File: src/inc/acctl_pkg.sv
// package of constants for the conversion control and overtemp flag block
// assumes a 125 MHz system clock on MCLK
package acctl_pkg;
  localparam int unsigned CLK_MHZ = 125;
  localparam int unsigned T_CONV_VOLT_US = 9;
  localparam int unsigned T_CONV_TEMP_US = 27;
  localparam int unsigned T_PWRUP_US = 2;
  localparam int unsigned T_FLAG_NS = 150;
  // only the flag time rounds down
  localparam int unsigned CYC_CONV_VOLT = T_CONV_VOLT_US * CLK_MHZ;
  localparam int unsigned CYC_CONV_TEMP = T_CONV_TEMP_US * CLK_MHZ;
  localparam int unsigned CYC_PWRUP = T_PWRUP_US * CLK_MHZ;
  localparam int unsigned CYC_FLAG = (T_FLAG_NS * CLK_MHZ) / 1000;
  localparam int unsigned RES_BITS = 10;
  localparam int unsigned THR_BITS = 8;
  localparam int unsigned CH_BITS = 3;
  localparam logic [2:0] CH_TEMP = 3'h0;
  localparam int unsigned CNT_BITS = 16;
  typedef enum logic [3:0] {
    ST_IDLE = 4'h1,
    ST_CONV = 4'h2,
    ST_DOWN = 4'h4,
    ST_WAKE = 4'h8
  } acctl_state_e;
endpackage

File: src/verilog/acctl_top.sv
// conversion control, busy, power-down and overtemperature flag
// assumes pins arrive asynchronously; result and threshold come from the core
`timescale 1ns/1ps
`default_nettype none

// Overview of operation
// - falling convert-start edge starts a 10-bit conversion, sampler goes to hold
// - sampler returns to tracking when the conversion completes
// - convert-start low at conversion end powers the device down
// - busy is high during every conversion, low once it finishes
// - channel 0 result above 8-bit threshold drives overtemp flag low
// - rising read/write select with chip select low releases the flag
// - serial port acts only while chip select is asserted
// - voltage channel conversions end within 9 us
// - temperature conversions end within 27 us
// - power-up takes up to 2 us after convert-start rises
// - flag falls within 150 ns of busy falling
module acctl_top #(
  parameter int unsigned CONV_VOLT_CYC = acctl_pkg::CYC_CONV_VOLT,
  parameter int unsigned CONV_TEMP_CYC = acctl_pkg::CYC_CONV_TEMP,
  parameter int unsigned PWRUP_CYC = acctl_pkg::CYC_PWRUP
) (
  input wire logic MCLK, // system clock
  input wire logic NRST, // async reset, active low
  input wire logic CONVERT_START_N, // convert-start pin
  input wire logic CS_N, // chip select pin
  input wire logic RD_WR, // read/write select pin
  input wire logic [2:0] CHANNEL, // selected channel
  input wire logic [9:0] RESULT, // conversion result from the core
  input wire logic [7:0] OVERTEMP_THRESHOLD, // threshold register
  output logic BUSY, // conversion in progress
  output logic TRACK_HOLD, // high while holding
  output logic POWER_DOWN, // analog core powered down
  output logic CONV_DONE, // one-cycle end of conversion
  output logic OVERTEMP_FLAG_N // overtemperature flag, active low
);
  // ==========================================================
  // pin synchronisers
  // one two-flop chain per pin; idle-high reset means a pin that is
  // low at release looks like a fresh start edge
  localparam int unsigned PIN_CNT = 3;
  logic [PIN_CNT-1:0] pin_raw;
  wire [PIN_CNT-1:0] pin_sync;
  logic cst, cs_n, rw, cst_fall, cst_rise, rw_rise;

  assign pin_raw = {RD_WR, CS_N, CONVERT_START_N};

  for (genvar i = 0; i < PIN_CNT; i++) begin : g_sync
    logic s1_ff, s2_ff, nxt_s1, nxt_s2;

    always_comb begin
      nxt_s1 = pin_raw[i];
      nxt_s2 = s1_ff;
    end

    always_ff @(posedge MCLK or negedge NRST) begin
      if (!NRST) begin
        s1_ff <= 1'h1;
        s2_ff <= 1'h1;
      end else begin
        s1_ff <= nxt_s1;
        s2_ff <= nxt_s2;
      end
    end

    assign pin_sync[i] = s2_ff;
  end

  assign cst = pin_sync[0];
  assign cs_n = pin_sync[1];
  assign rw = pin_sync[2];

  // ==========================================================
  // edge detectors on the synchronised pins
  logic cst_d_ff, rw_d_ff, nxt_cst_d, nxt_rw_d;

  always_comb begin
    nxt_cst_d = cst;
    nxt_rw_d = rw;
  end

  always_ff @(posedge MCLK or negedge NRST) begin
    if (!NRST) begin
      cst_d_ff <= 1'h1;
      rw_d_ff <= 1'h1;
    end else begin
      cst_d_ff <= nxt_cst_d;
      rw_d_ff <= nxt_rw_d;
    end
  end

  assign cst_fall = cst_d_ff & ~cst;
  assign cst_rise = ~cst_d_ff & cst;
  assign rw_rise = ~rw_d_ff & rw & ~cs_n;

  // ==========================================================
  // conversion sequencer
  acctl_pkg::acctl_state_e st_ff, nxt_st;
  logic [acctl_pkg::CNT_BITS-1:0] cnt_ff, nxt_cnt;
  logic temp_ff, nxt_temp;
  logic done;

  always_comb begin
    nxt_st = st_ff;
    nxt_cnt = cnt_ff;
    nxt_temp = temp_ff;
    done = 1'b0;
    case (st_ff)
      acctl_pkg::ST_IDLE: begin
        if (cst_fall) begin
          nxt_st = acctl_pkg::ST_CONV;
          // channel kept so the limit check uses the started channel
          nxt_temp = (CHANNEL == acctl_pkg::CH_TEMP);
          nxt_cnt = (CHANNEL == acctl_pkg::CH_TEMP) ?
            acctl_pkg::CNT_BITS'(CONV_TEMP_CYC - 1) :
            acctl_pkg::CNT_BITS'(CONV_VOLT_CYC - 1);
        end
      end
      acctl_pkg::ST_CONV: begin
        // new start edges are not looked at here
        if (cnt_ff == '0) begin
          done = 1'b1;
          nxt_st = cst ? acctl_pkg::ST_IDLE : acctl_pkg::ST_DOWN;
        end else begin
          nxt_cnt = cnt_ff - 1'b1;
        end
      end
      acctl_pkg::ST_DOWN: begin
        // a pin held low keeps the core off
        if (cst_rise) begin
          nxt_st = acctl_pkg::ST_WAKE;
          nxt_cnt = acctl_pkg::CNT_BITS'(PWRUP_CYC - 1);
        end
      end
      acctl_pkg::ST_WAKE: begin
        if (cnt_ff == '0) begin
          nxt_st = acctl_pkg::ST_IDLE;
        end else begin
          nxt_cnt = cnt_ff - 1'b1;
        end
      end
      default: begin
        nxt_st = acctl_pkg::ST_IDLE;
        nxt_cnt = '0;
      end
    endcase
  end

  always_ff @(posedge MCLK or negedge NRST) begin
    if (!NRST) begin
      st_ff <= acctl_pkg::ST_IDLE;
      cnt_ff <= '0;
      temp_ff <= 1'b0;
    end else begin
      st_ff <= nxt_st;
      cnt_ff <= nxt_cnt;
      temp_ff <= nxt_temp;
    end
  end

  // ==========================================================
  // status outputs, busy, hold and power-down registered from the next state, done from the end count
  logic busy_ff, th_ff, pd_ff, done_ff;
  logic nxt_busy, nxt_th, nxt_pd, nxt_done;

  always_comb begin
    nxt_busy = (nxt_st == acctl_pkg::ST_CONV);
    nxt_th = (nxt_st == acctl_pkg::ST_CONV);
    nxt_pd = (nxt_st == acctl_pkg::ST_DOWN) ||
      (nxt_st == acctl_pkg::ST_WAKE);
    // end pulse lines up with the busy fall
    nxt_done = done;
  end

  always_ff @(posedge MCLK or negedge NRST) begin
    if (!NRST) begin
      busy_ff <= 1'b0;
      th_ff <= 1'b0;
      pd_ff <= 1'b0;
      done_ff <= 1'b0;
    end else begin
      busy_ff <= nxt_busy;
      th_ff <= nxt_th;
      pd_ff <= nxt_pd;
      done_ff <= nxt_done;
    end
  end

  // ==========================================================
  // overtemperature flag
  // top bits of the result meet the threshold at equal weight
  logic flag_n_ff, nxt_flag_n;
  logic over;

  assign over = RESULT[acctl_pkg::RES_BITS-1:acctl_pkg::RES_BITS-
    acctl_pkg::THR_BITS] > OVERTEMP_THRESHOLD;

  always_comb begin
    nxt_flag_n = flag_n_ff;
    if (rw_rise) begin
      nxt_flag_n = 1'b1;
    end
    // set wins over a release in the same cycle so no alarm is lost
    if (done && temp_ff && over) begin
      nxt_flag_n = 1'b0;
    end
  end

  always_ff @(posedge MCLK or negedge NRST) begin
    if (!NRST) begin
      flag_n_ff <= 1'b1;
    end else begin
      flag_n_ff <= nxt_flag_n;
    end
  end

  // ==========================================================
  // port drives
  assign BUSY = busy_ff;
  assign TRACK_HOLD = th_ff;
  assign POWER_DOWN = pd_ff;
  assign CONV_DONE = done_ff;
  assign OVERTEMP_FLAG_N = flag_n_ff;
endmodule // acctl_top

`default_nettype wire

File: config.mk
export PLATFORM = sky130hd
export DESIGN_NAME = acctl_top
export DESIGN_NICKNAME = d
export VERILOG_FILES = /design/src/inc/acctl_pkg.sv /design/src/verilog/acctl_top.sv
export SDC_FILE = /design/constraint.sdc
export NUM_CORES = 1
export LEC_CHECK = 0
export BUFFER_PORTS_ARGS = -buffer_cell sky130_fd_sc_hd__buf_2
export CORE_MARGIN = 4
export CORE_UTILIZATION = 61
export CTS_CLUSTER_DIAMETER = 30
export DETAILED_ROUTE_END_ITERATION = 16
export HOLD_SLACK_MARGIN = 0.1
export PLACE_DENSITY = 0.95
export SETUP_SLACK_MARGIN = 0.15
export SYNTH_ARGS = -nofsm -noshare
export SYNTH_HDL_FRONTEND = slang
export SYNTH_SLANG_ARGS = --single-unit
File: constraint.sdc
create_clock -name MCLK -period 5.7 [get_ports MCLK]
set_clock_uncertainty 0.05 [all_clocks]
set_input_delay 0.285 -clock MCLK [delete_from_list [all_inputs] [get_ports MCLK]]
set_output_delay 0.285 -clock MCLK [all_outputs]
set_load 0.03 [all_outputs]
**Word-level counts from Yosys, hierarchy flattened**

Cells that the tools add are included.

- Logic and storage cells: 59
- Flip-flop bits (word level): 33
- Output and inout port bits: 5
- Bits of input ports: 26

- Bitwise logic cells: 8
- Reductions and logical operators: 9
- Multiplexer cells: 15
- Eq/ne operators: 10
- Add/sub/neg operators: 1
- Order comparisons: 1

Operator list:

| kind | number |
|---|---|
| 2-to-1 mux 16 bit | 3 |
| case mux 16 bit (3 select lines) | 1 |
| logical NOT 16 bit | 1 |
| 2-to-1 mux 4 bit | 4 |
| case mux 4 bit (4 select lines) | 1 |
| subtractor 16 x 1 -> 16 bit, second input constant | 1 |
| 2-to-1 mux 12 bit | 1 |
| == test 4 x 2 -> 1 bit, second input constant | 2 |
| == test 4 x 3 -> 1 bit, second input constant | 2 |
| == test 4 bit, second input constant | 2 |
| > comparator 8 bit | 1 |
| != test 2 bit, second input constant | 3 |
| bitwise AND 1 bit | 4 |
| == test 4 x 1 -> 1 bit, second input constant | 1 |
| 2-to-1 mux 1 bit | 4 |
| NOT 1 bit | 4 |
| logical NOT 3 bit | 1 |
| 2-to-1 mux 3 bit | 1 |
| AND reduction 3 bit | 1 |
| logical AND 1 bit | 2 |
| AND reduction 2 bit | 1 |
| nonzero test 2 bit | 1 |
| OR reduction 2 bit | 1 |
| logical OR 1 bit | 1 |

**Depth between registers and ports, before layout**

- Word-level depth: 6
- Mapped depth: 8
- Gate-level depth less buffers: 7

**Least setup slack after synthesis**

OpenSTA, ideal clock, no wires.

- Path kind: reg-to-reg
- From: register cnt_ff[0] (netlist name)
- To: register cnt_ff[12] (netlist name)
- Period minus slack after synthesis: 2.133 ns
- Setup time: 0.087 ns
- Stages on the path, launching flop included: 8
- Buffers on the path: 0
- Path slack: 3.567 ns
- Arrival: 1.995 ns
- Data required time: 5.563 ns
- Cells stage by stage: dfrtp_1 inv_1 ha_1 nor3b_2 nand3_1 or3_1 or3_1 o211ai_1

- Longest elaborated chain between the ends: 3
- Elaborated cells between the ends (all ways): 6
- Classes of those cells: add/sub: 1; eq/ne: 1; mux: 2; reduce/logical: 2

Ends and longest elaborated chain:

| item | RTL line | text |
|---|---|---|
| from (decl) | acctl_top.sv:99 | `logic [acctl_pkg::CNT_BITS-1:0] cnt_ff, nxt_cnt;` |
| from (signal assigned) | acctl_top.sv:156 | `cnt_ff <= nxt_cnt;` |
| subtractor 16 x 1 -> 16 bit or logical NOT 16 bit (tied branches) | n/a |  |
| 2-to-1 mux 16 bit or != test 2 bit (tied branches) | n/a |  |
| case mux 16 bit (3 select lines) or AND reduction 3 bit (tied branches) | n/a |  |

Parallel ways exist; a longest one is shown, timed or not. The select of a mux whose other input is x is not followed.
A chain may end at the register's enable or synchronous reset.

**Final worst setup path**

- From: register cnt_ff[0] (netlist name)
- To: register cnt_ff[8] (netlist name)

Same word-level chain as after synthesis.

==> impl_metrics.tcl <==
set metrics [dict create \
    r2r-start "cnt_ff[0]$_DFFE_PN0P_" \
    largest_reg_flops 16 \
    met1Wirelength_um 1900 \
    drc 0 \
    power_leakage_nw 1.03 \
    hold_violations 0 \
    start_util_pct 64.5 \
    power_switching_share_pct 36.6 \
    crit_required_ps 5890 \
    cellPowerDensity_nw_per_um2 289 \
    syn-cell-area_um2 1990 \
    crit_path_max_incr_delay_ps 580 \
    routed_via_density 6.19 \
    clkLatencyLatePin_ps 340 \
    cts_sinks 33 \
    synth_edf_count 0 \
    wl_per_cell_um 15.6 \
    place_area_um2 2120 \
    grt_pass1_wl_um 7780 \
    worst_pin_slew_ps 1050 \
    ys.flop_type "dfrtp_1" \
    rsz0062_at_grt "false" \
    slew_headroom_pct 29.7 \
    pwr-share-clk_pct 22.9 \
    port-buffer-count 28 \
    dr.max_layer_used "met4" \
    ctsRootBufferMaster "clkbuf_4" \
    cts_tree "yes" \
    drv_slew 0 \
    setup_tns_ps 0 \
    final_net_count 273 \
    ys_seq_elements 33 \
    synth_cell_types 49 \
    cp-start-kind "flip-flop" \
    cp.arrival_ps 2850 \
    nFillCells 236 \
    p_switching_uw 236 \
    final_cell_area_um2 2230 \
    top_register "cnt_ff" \
    wl_met2_um 2210 \
    p_comb_share_pct 32.7 \
    wirelength_um 4420 \
    yosys_warnings 0 \
    path_class "flip-flop to flip-flop" \
    antennaDiodeCount 0 \
    h-tree-depth 2 \
    min_to "g_sync[2].s2_ff$_DFF_PN1_" \
    fin_crit_sh_pct 46.7 \
    hold_class "flip-flop to flip-flop" \
    min-delay-start "g_sync[2].nxt_s2$_DFF_PN1_" \
    via_count 1752 \
    grt_max_degree 34 \
    multi_input_area_um2 1030 \
    path_cells "inv_1, ha_1, nor3b_2, nand3_1, nor3_4, a31oi_1, a22o_1" \
    rows 20 \
    grt_overflow 0 \
    drive_gt1_share_pct 24.3 \
    numCtsBuffers 5 \
    async_reset_ff_share_pct 100 \
    grt_usage_pct 23.9 \
    post_cts_resized 0 \
    dieHeight_um 65.1 \
    setup_violations 0 \
    holdWs_ps 310 \
    layout_common_cells "buf_2 (28), dfrtp_1 (23), inv_1 (15), nand2_1 (13), nor2_1 (12)" \
    coreArea_um2 3080 \
    status "completed" \
    synth_nets 245 \
    first_iter_violations 233 \
    r2r_cells 7 \
    r2r_slack_ps 3040 \
    regArea_um2 838 \
    clk_pin_slew_worst_paths_ps 100 \
    grt_pass1_vias 1655 \
    dr.pass1.iters 4 \
    synth_area_per_cell_um2 9.46 \
    die_area_um2 4230 \
    globalplace.congestion 0.877 \
    ys_seq_area_share_pct 42.2 \
    p_int_uw 409 \
    maxCapViolations 0 \
    cts.path.max_buffers 2 \
    syn_to_final_growth_pct 12.4 \
    die_x_um 65.1 \
    antenna_found_initial 0 \
    synthCells 210 \
    met3WireLength_um 260 \
    cp_slowest_cell "nor3_4" \
    total_power_uw 645 \
    p_seq_share_pct 44.3 \
    period_needed_ps 2660 \
    holdPathStages 0 \
    peakVddDrop_v 0.000205 \
    max_freq_ghz 0.375 \
    io_pins 31 \
    ant_nets 0 \
    layout_commonest_cell "buf_2" \
    r2r_end "cnt_ff[8]$_DFFE_PN0P_" \
    end_kind "flip-flop" \
    utilization_pct 72.5 \
    dp_hpwl_um 3210 \
    crit_fanout 12 \
]
power by group through the flow:
| stage | Combinational (mW) | Sequential, mW | Clock [mW] |
|---|---|---|---|
| 5_1_grt | 0.234 | 0.289 | 0.164 |
| 6_report | 0.211 | 0.286 | 0.148 |
| 3_5_place_dp | 0.204 | 0.290 | 0 |
| 3_3_place_gp | 0.200 | 0.287 | 0 |
| 2_1_floorplan | 0.165 | 0.281 | 0 |
| 4_1_cts | 0.208 | 0.285 | 0.151 |
metrics by stage:
step,worst slack (ps),instances
floorplan,3570,210
global placement,3150,271
detailed placement,3120,271
CTS,3080,283
global route,2840,283
finish,3040,283
critical path, delay by kind of cell (launching register included):
| family | cells | cell delay (ps) |
|---|---|---|
| AOI/OAI and AO/OA | 2 | 460 |
| adders and majority gates | 1 | 190 |
| buffers and inverters | 1 | 80 |
| DFF | 1 | 410 |
| and+or+nand+nor | 3 | 1370 |
final cells by class:
class | instances | share of cell area (%)
clock inverters | 1 | 0.224
repair buffers | 32 | 8.08
clock buffers | 7 | 2.92
flip-flops and latches | 33 | 37.6
well taps | 44 | 2.47
multi-input cells | 151 | 46.2
inverters | 15 | 2.52
synthesized netlist by cell type, types with 2 or more instances:
| master | instances | area share, % |
|---|---|---|
| a211oi_1 | 2 | 0.76 |
| nand2_1 | 13 | 2.5 |
| nor3_1 | 11 | 2.8 |
| mux2_2 | 2 | 1.1 |
| o21ai_0 | 7 | 1.8 |
| a22o_1 | 3 | 1.3 |
| dfrtp_1 | 23 | 29 |
| nand4_1 | 3 | 0.95 |
| or3_1 | 5 | 1.6 |
| nor3b_1 | 2 | 0.76 |
| ha_1 | 9 | 5.7 |
| o21ai_1 | 9 | 2.3 |
| nand2b_1 | 3 | 0.95 |
| a21o_1 | 2 | 0.76 |
| or3_4 | 2 | 1.1 |
| o31ai_1 | 8 | 3.0 |
| nor2_1 | 12 | 2.3 |
| o211ai_1 | 5 | 1.9 |
| buf_2 | 3 | 0.76 |
| clkbuf_1 | 5 | 0.95 |
| inv_1 | 15 | 2.8 |
| dfstp_2 | 10 | 13 |
| a31oi_1 | 5 | 1.6 |
| o21a_1 | 3 | 1.1 |
| nand3_1 | 8 | 2.0 |
| a21oi_1 | 8 | 2.0 |
| o41ai_1 | 5 | 2.2 |
| nor2b_1 | 5 | 1.6 |
| or4_1 | 2 | 0.76 |
layer usage:
metal	up-vias	track usage (%)
li1	842	-
met1	846	32.1
met2	58	36.9
met3	6	5.37
met4	0	10.9
met5	-	0
worst max-delay path by stage:
stage / start / end / slack (ps) / depth (start not counted)
2_1_floorplan: cnt_ff[0]$_DFFE_PN0P_ / cnt_ff[12]$_DFFE_PN0P_ / 3570 / 7
3_3_place_gp: cnt_ff[0]$_DFFE_PN0P_ / cnt_ff[11]$_DFFE_PN0P_ / 3150 / 7
3_5_place_dp: cnt_ff[10]$_DFFE_PN0P_ / cnt_ff[8]$_DFFE_PN0P_ / 3120 / 5
4_1_cts: cnt_ff[0]$_DFFE_PN0P_ / cnt_ff[11]$_DFFE_PN0P_ / 3080 / 7
5_1_grt: cnt_ff[0]$_DFFE_PN0P_ / cnt_ff[8]$_DFFE_PN0P_ / 2840 / 7
6_report: cnt_ff[0]$_DFFE_PN0P_ / cnt_ff[8]$_DFFE_PN0P_ / 3040 / 7
cell families after synthesis:
family          Yosys count  synth area share, %
mux                       2                 1.13
buf+inv                  26                 5.86
simple gates             71                 19.9
xor+xnor                  1                0.441
compound gates           68                 24.8
fa+ha+maj                 9                 5.67
flops                    33                 42.2
timing repair:
item / CTS / global route
buffers inserted: 0 / 0
hold endpoints to repair: 26 / 0
endpoints found under the setup margin: 0 / 0
hold buffers: 4 / 0
No activity file was read; power rests on OpenSTA's default activity.
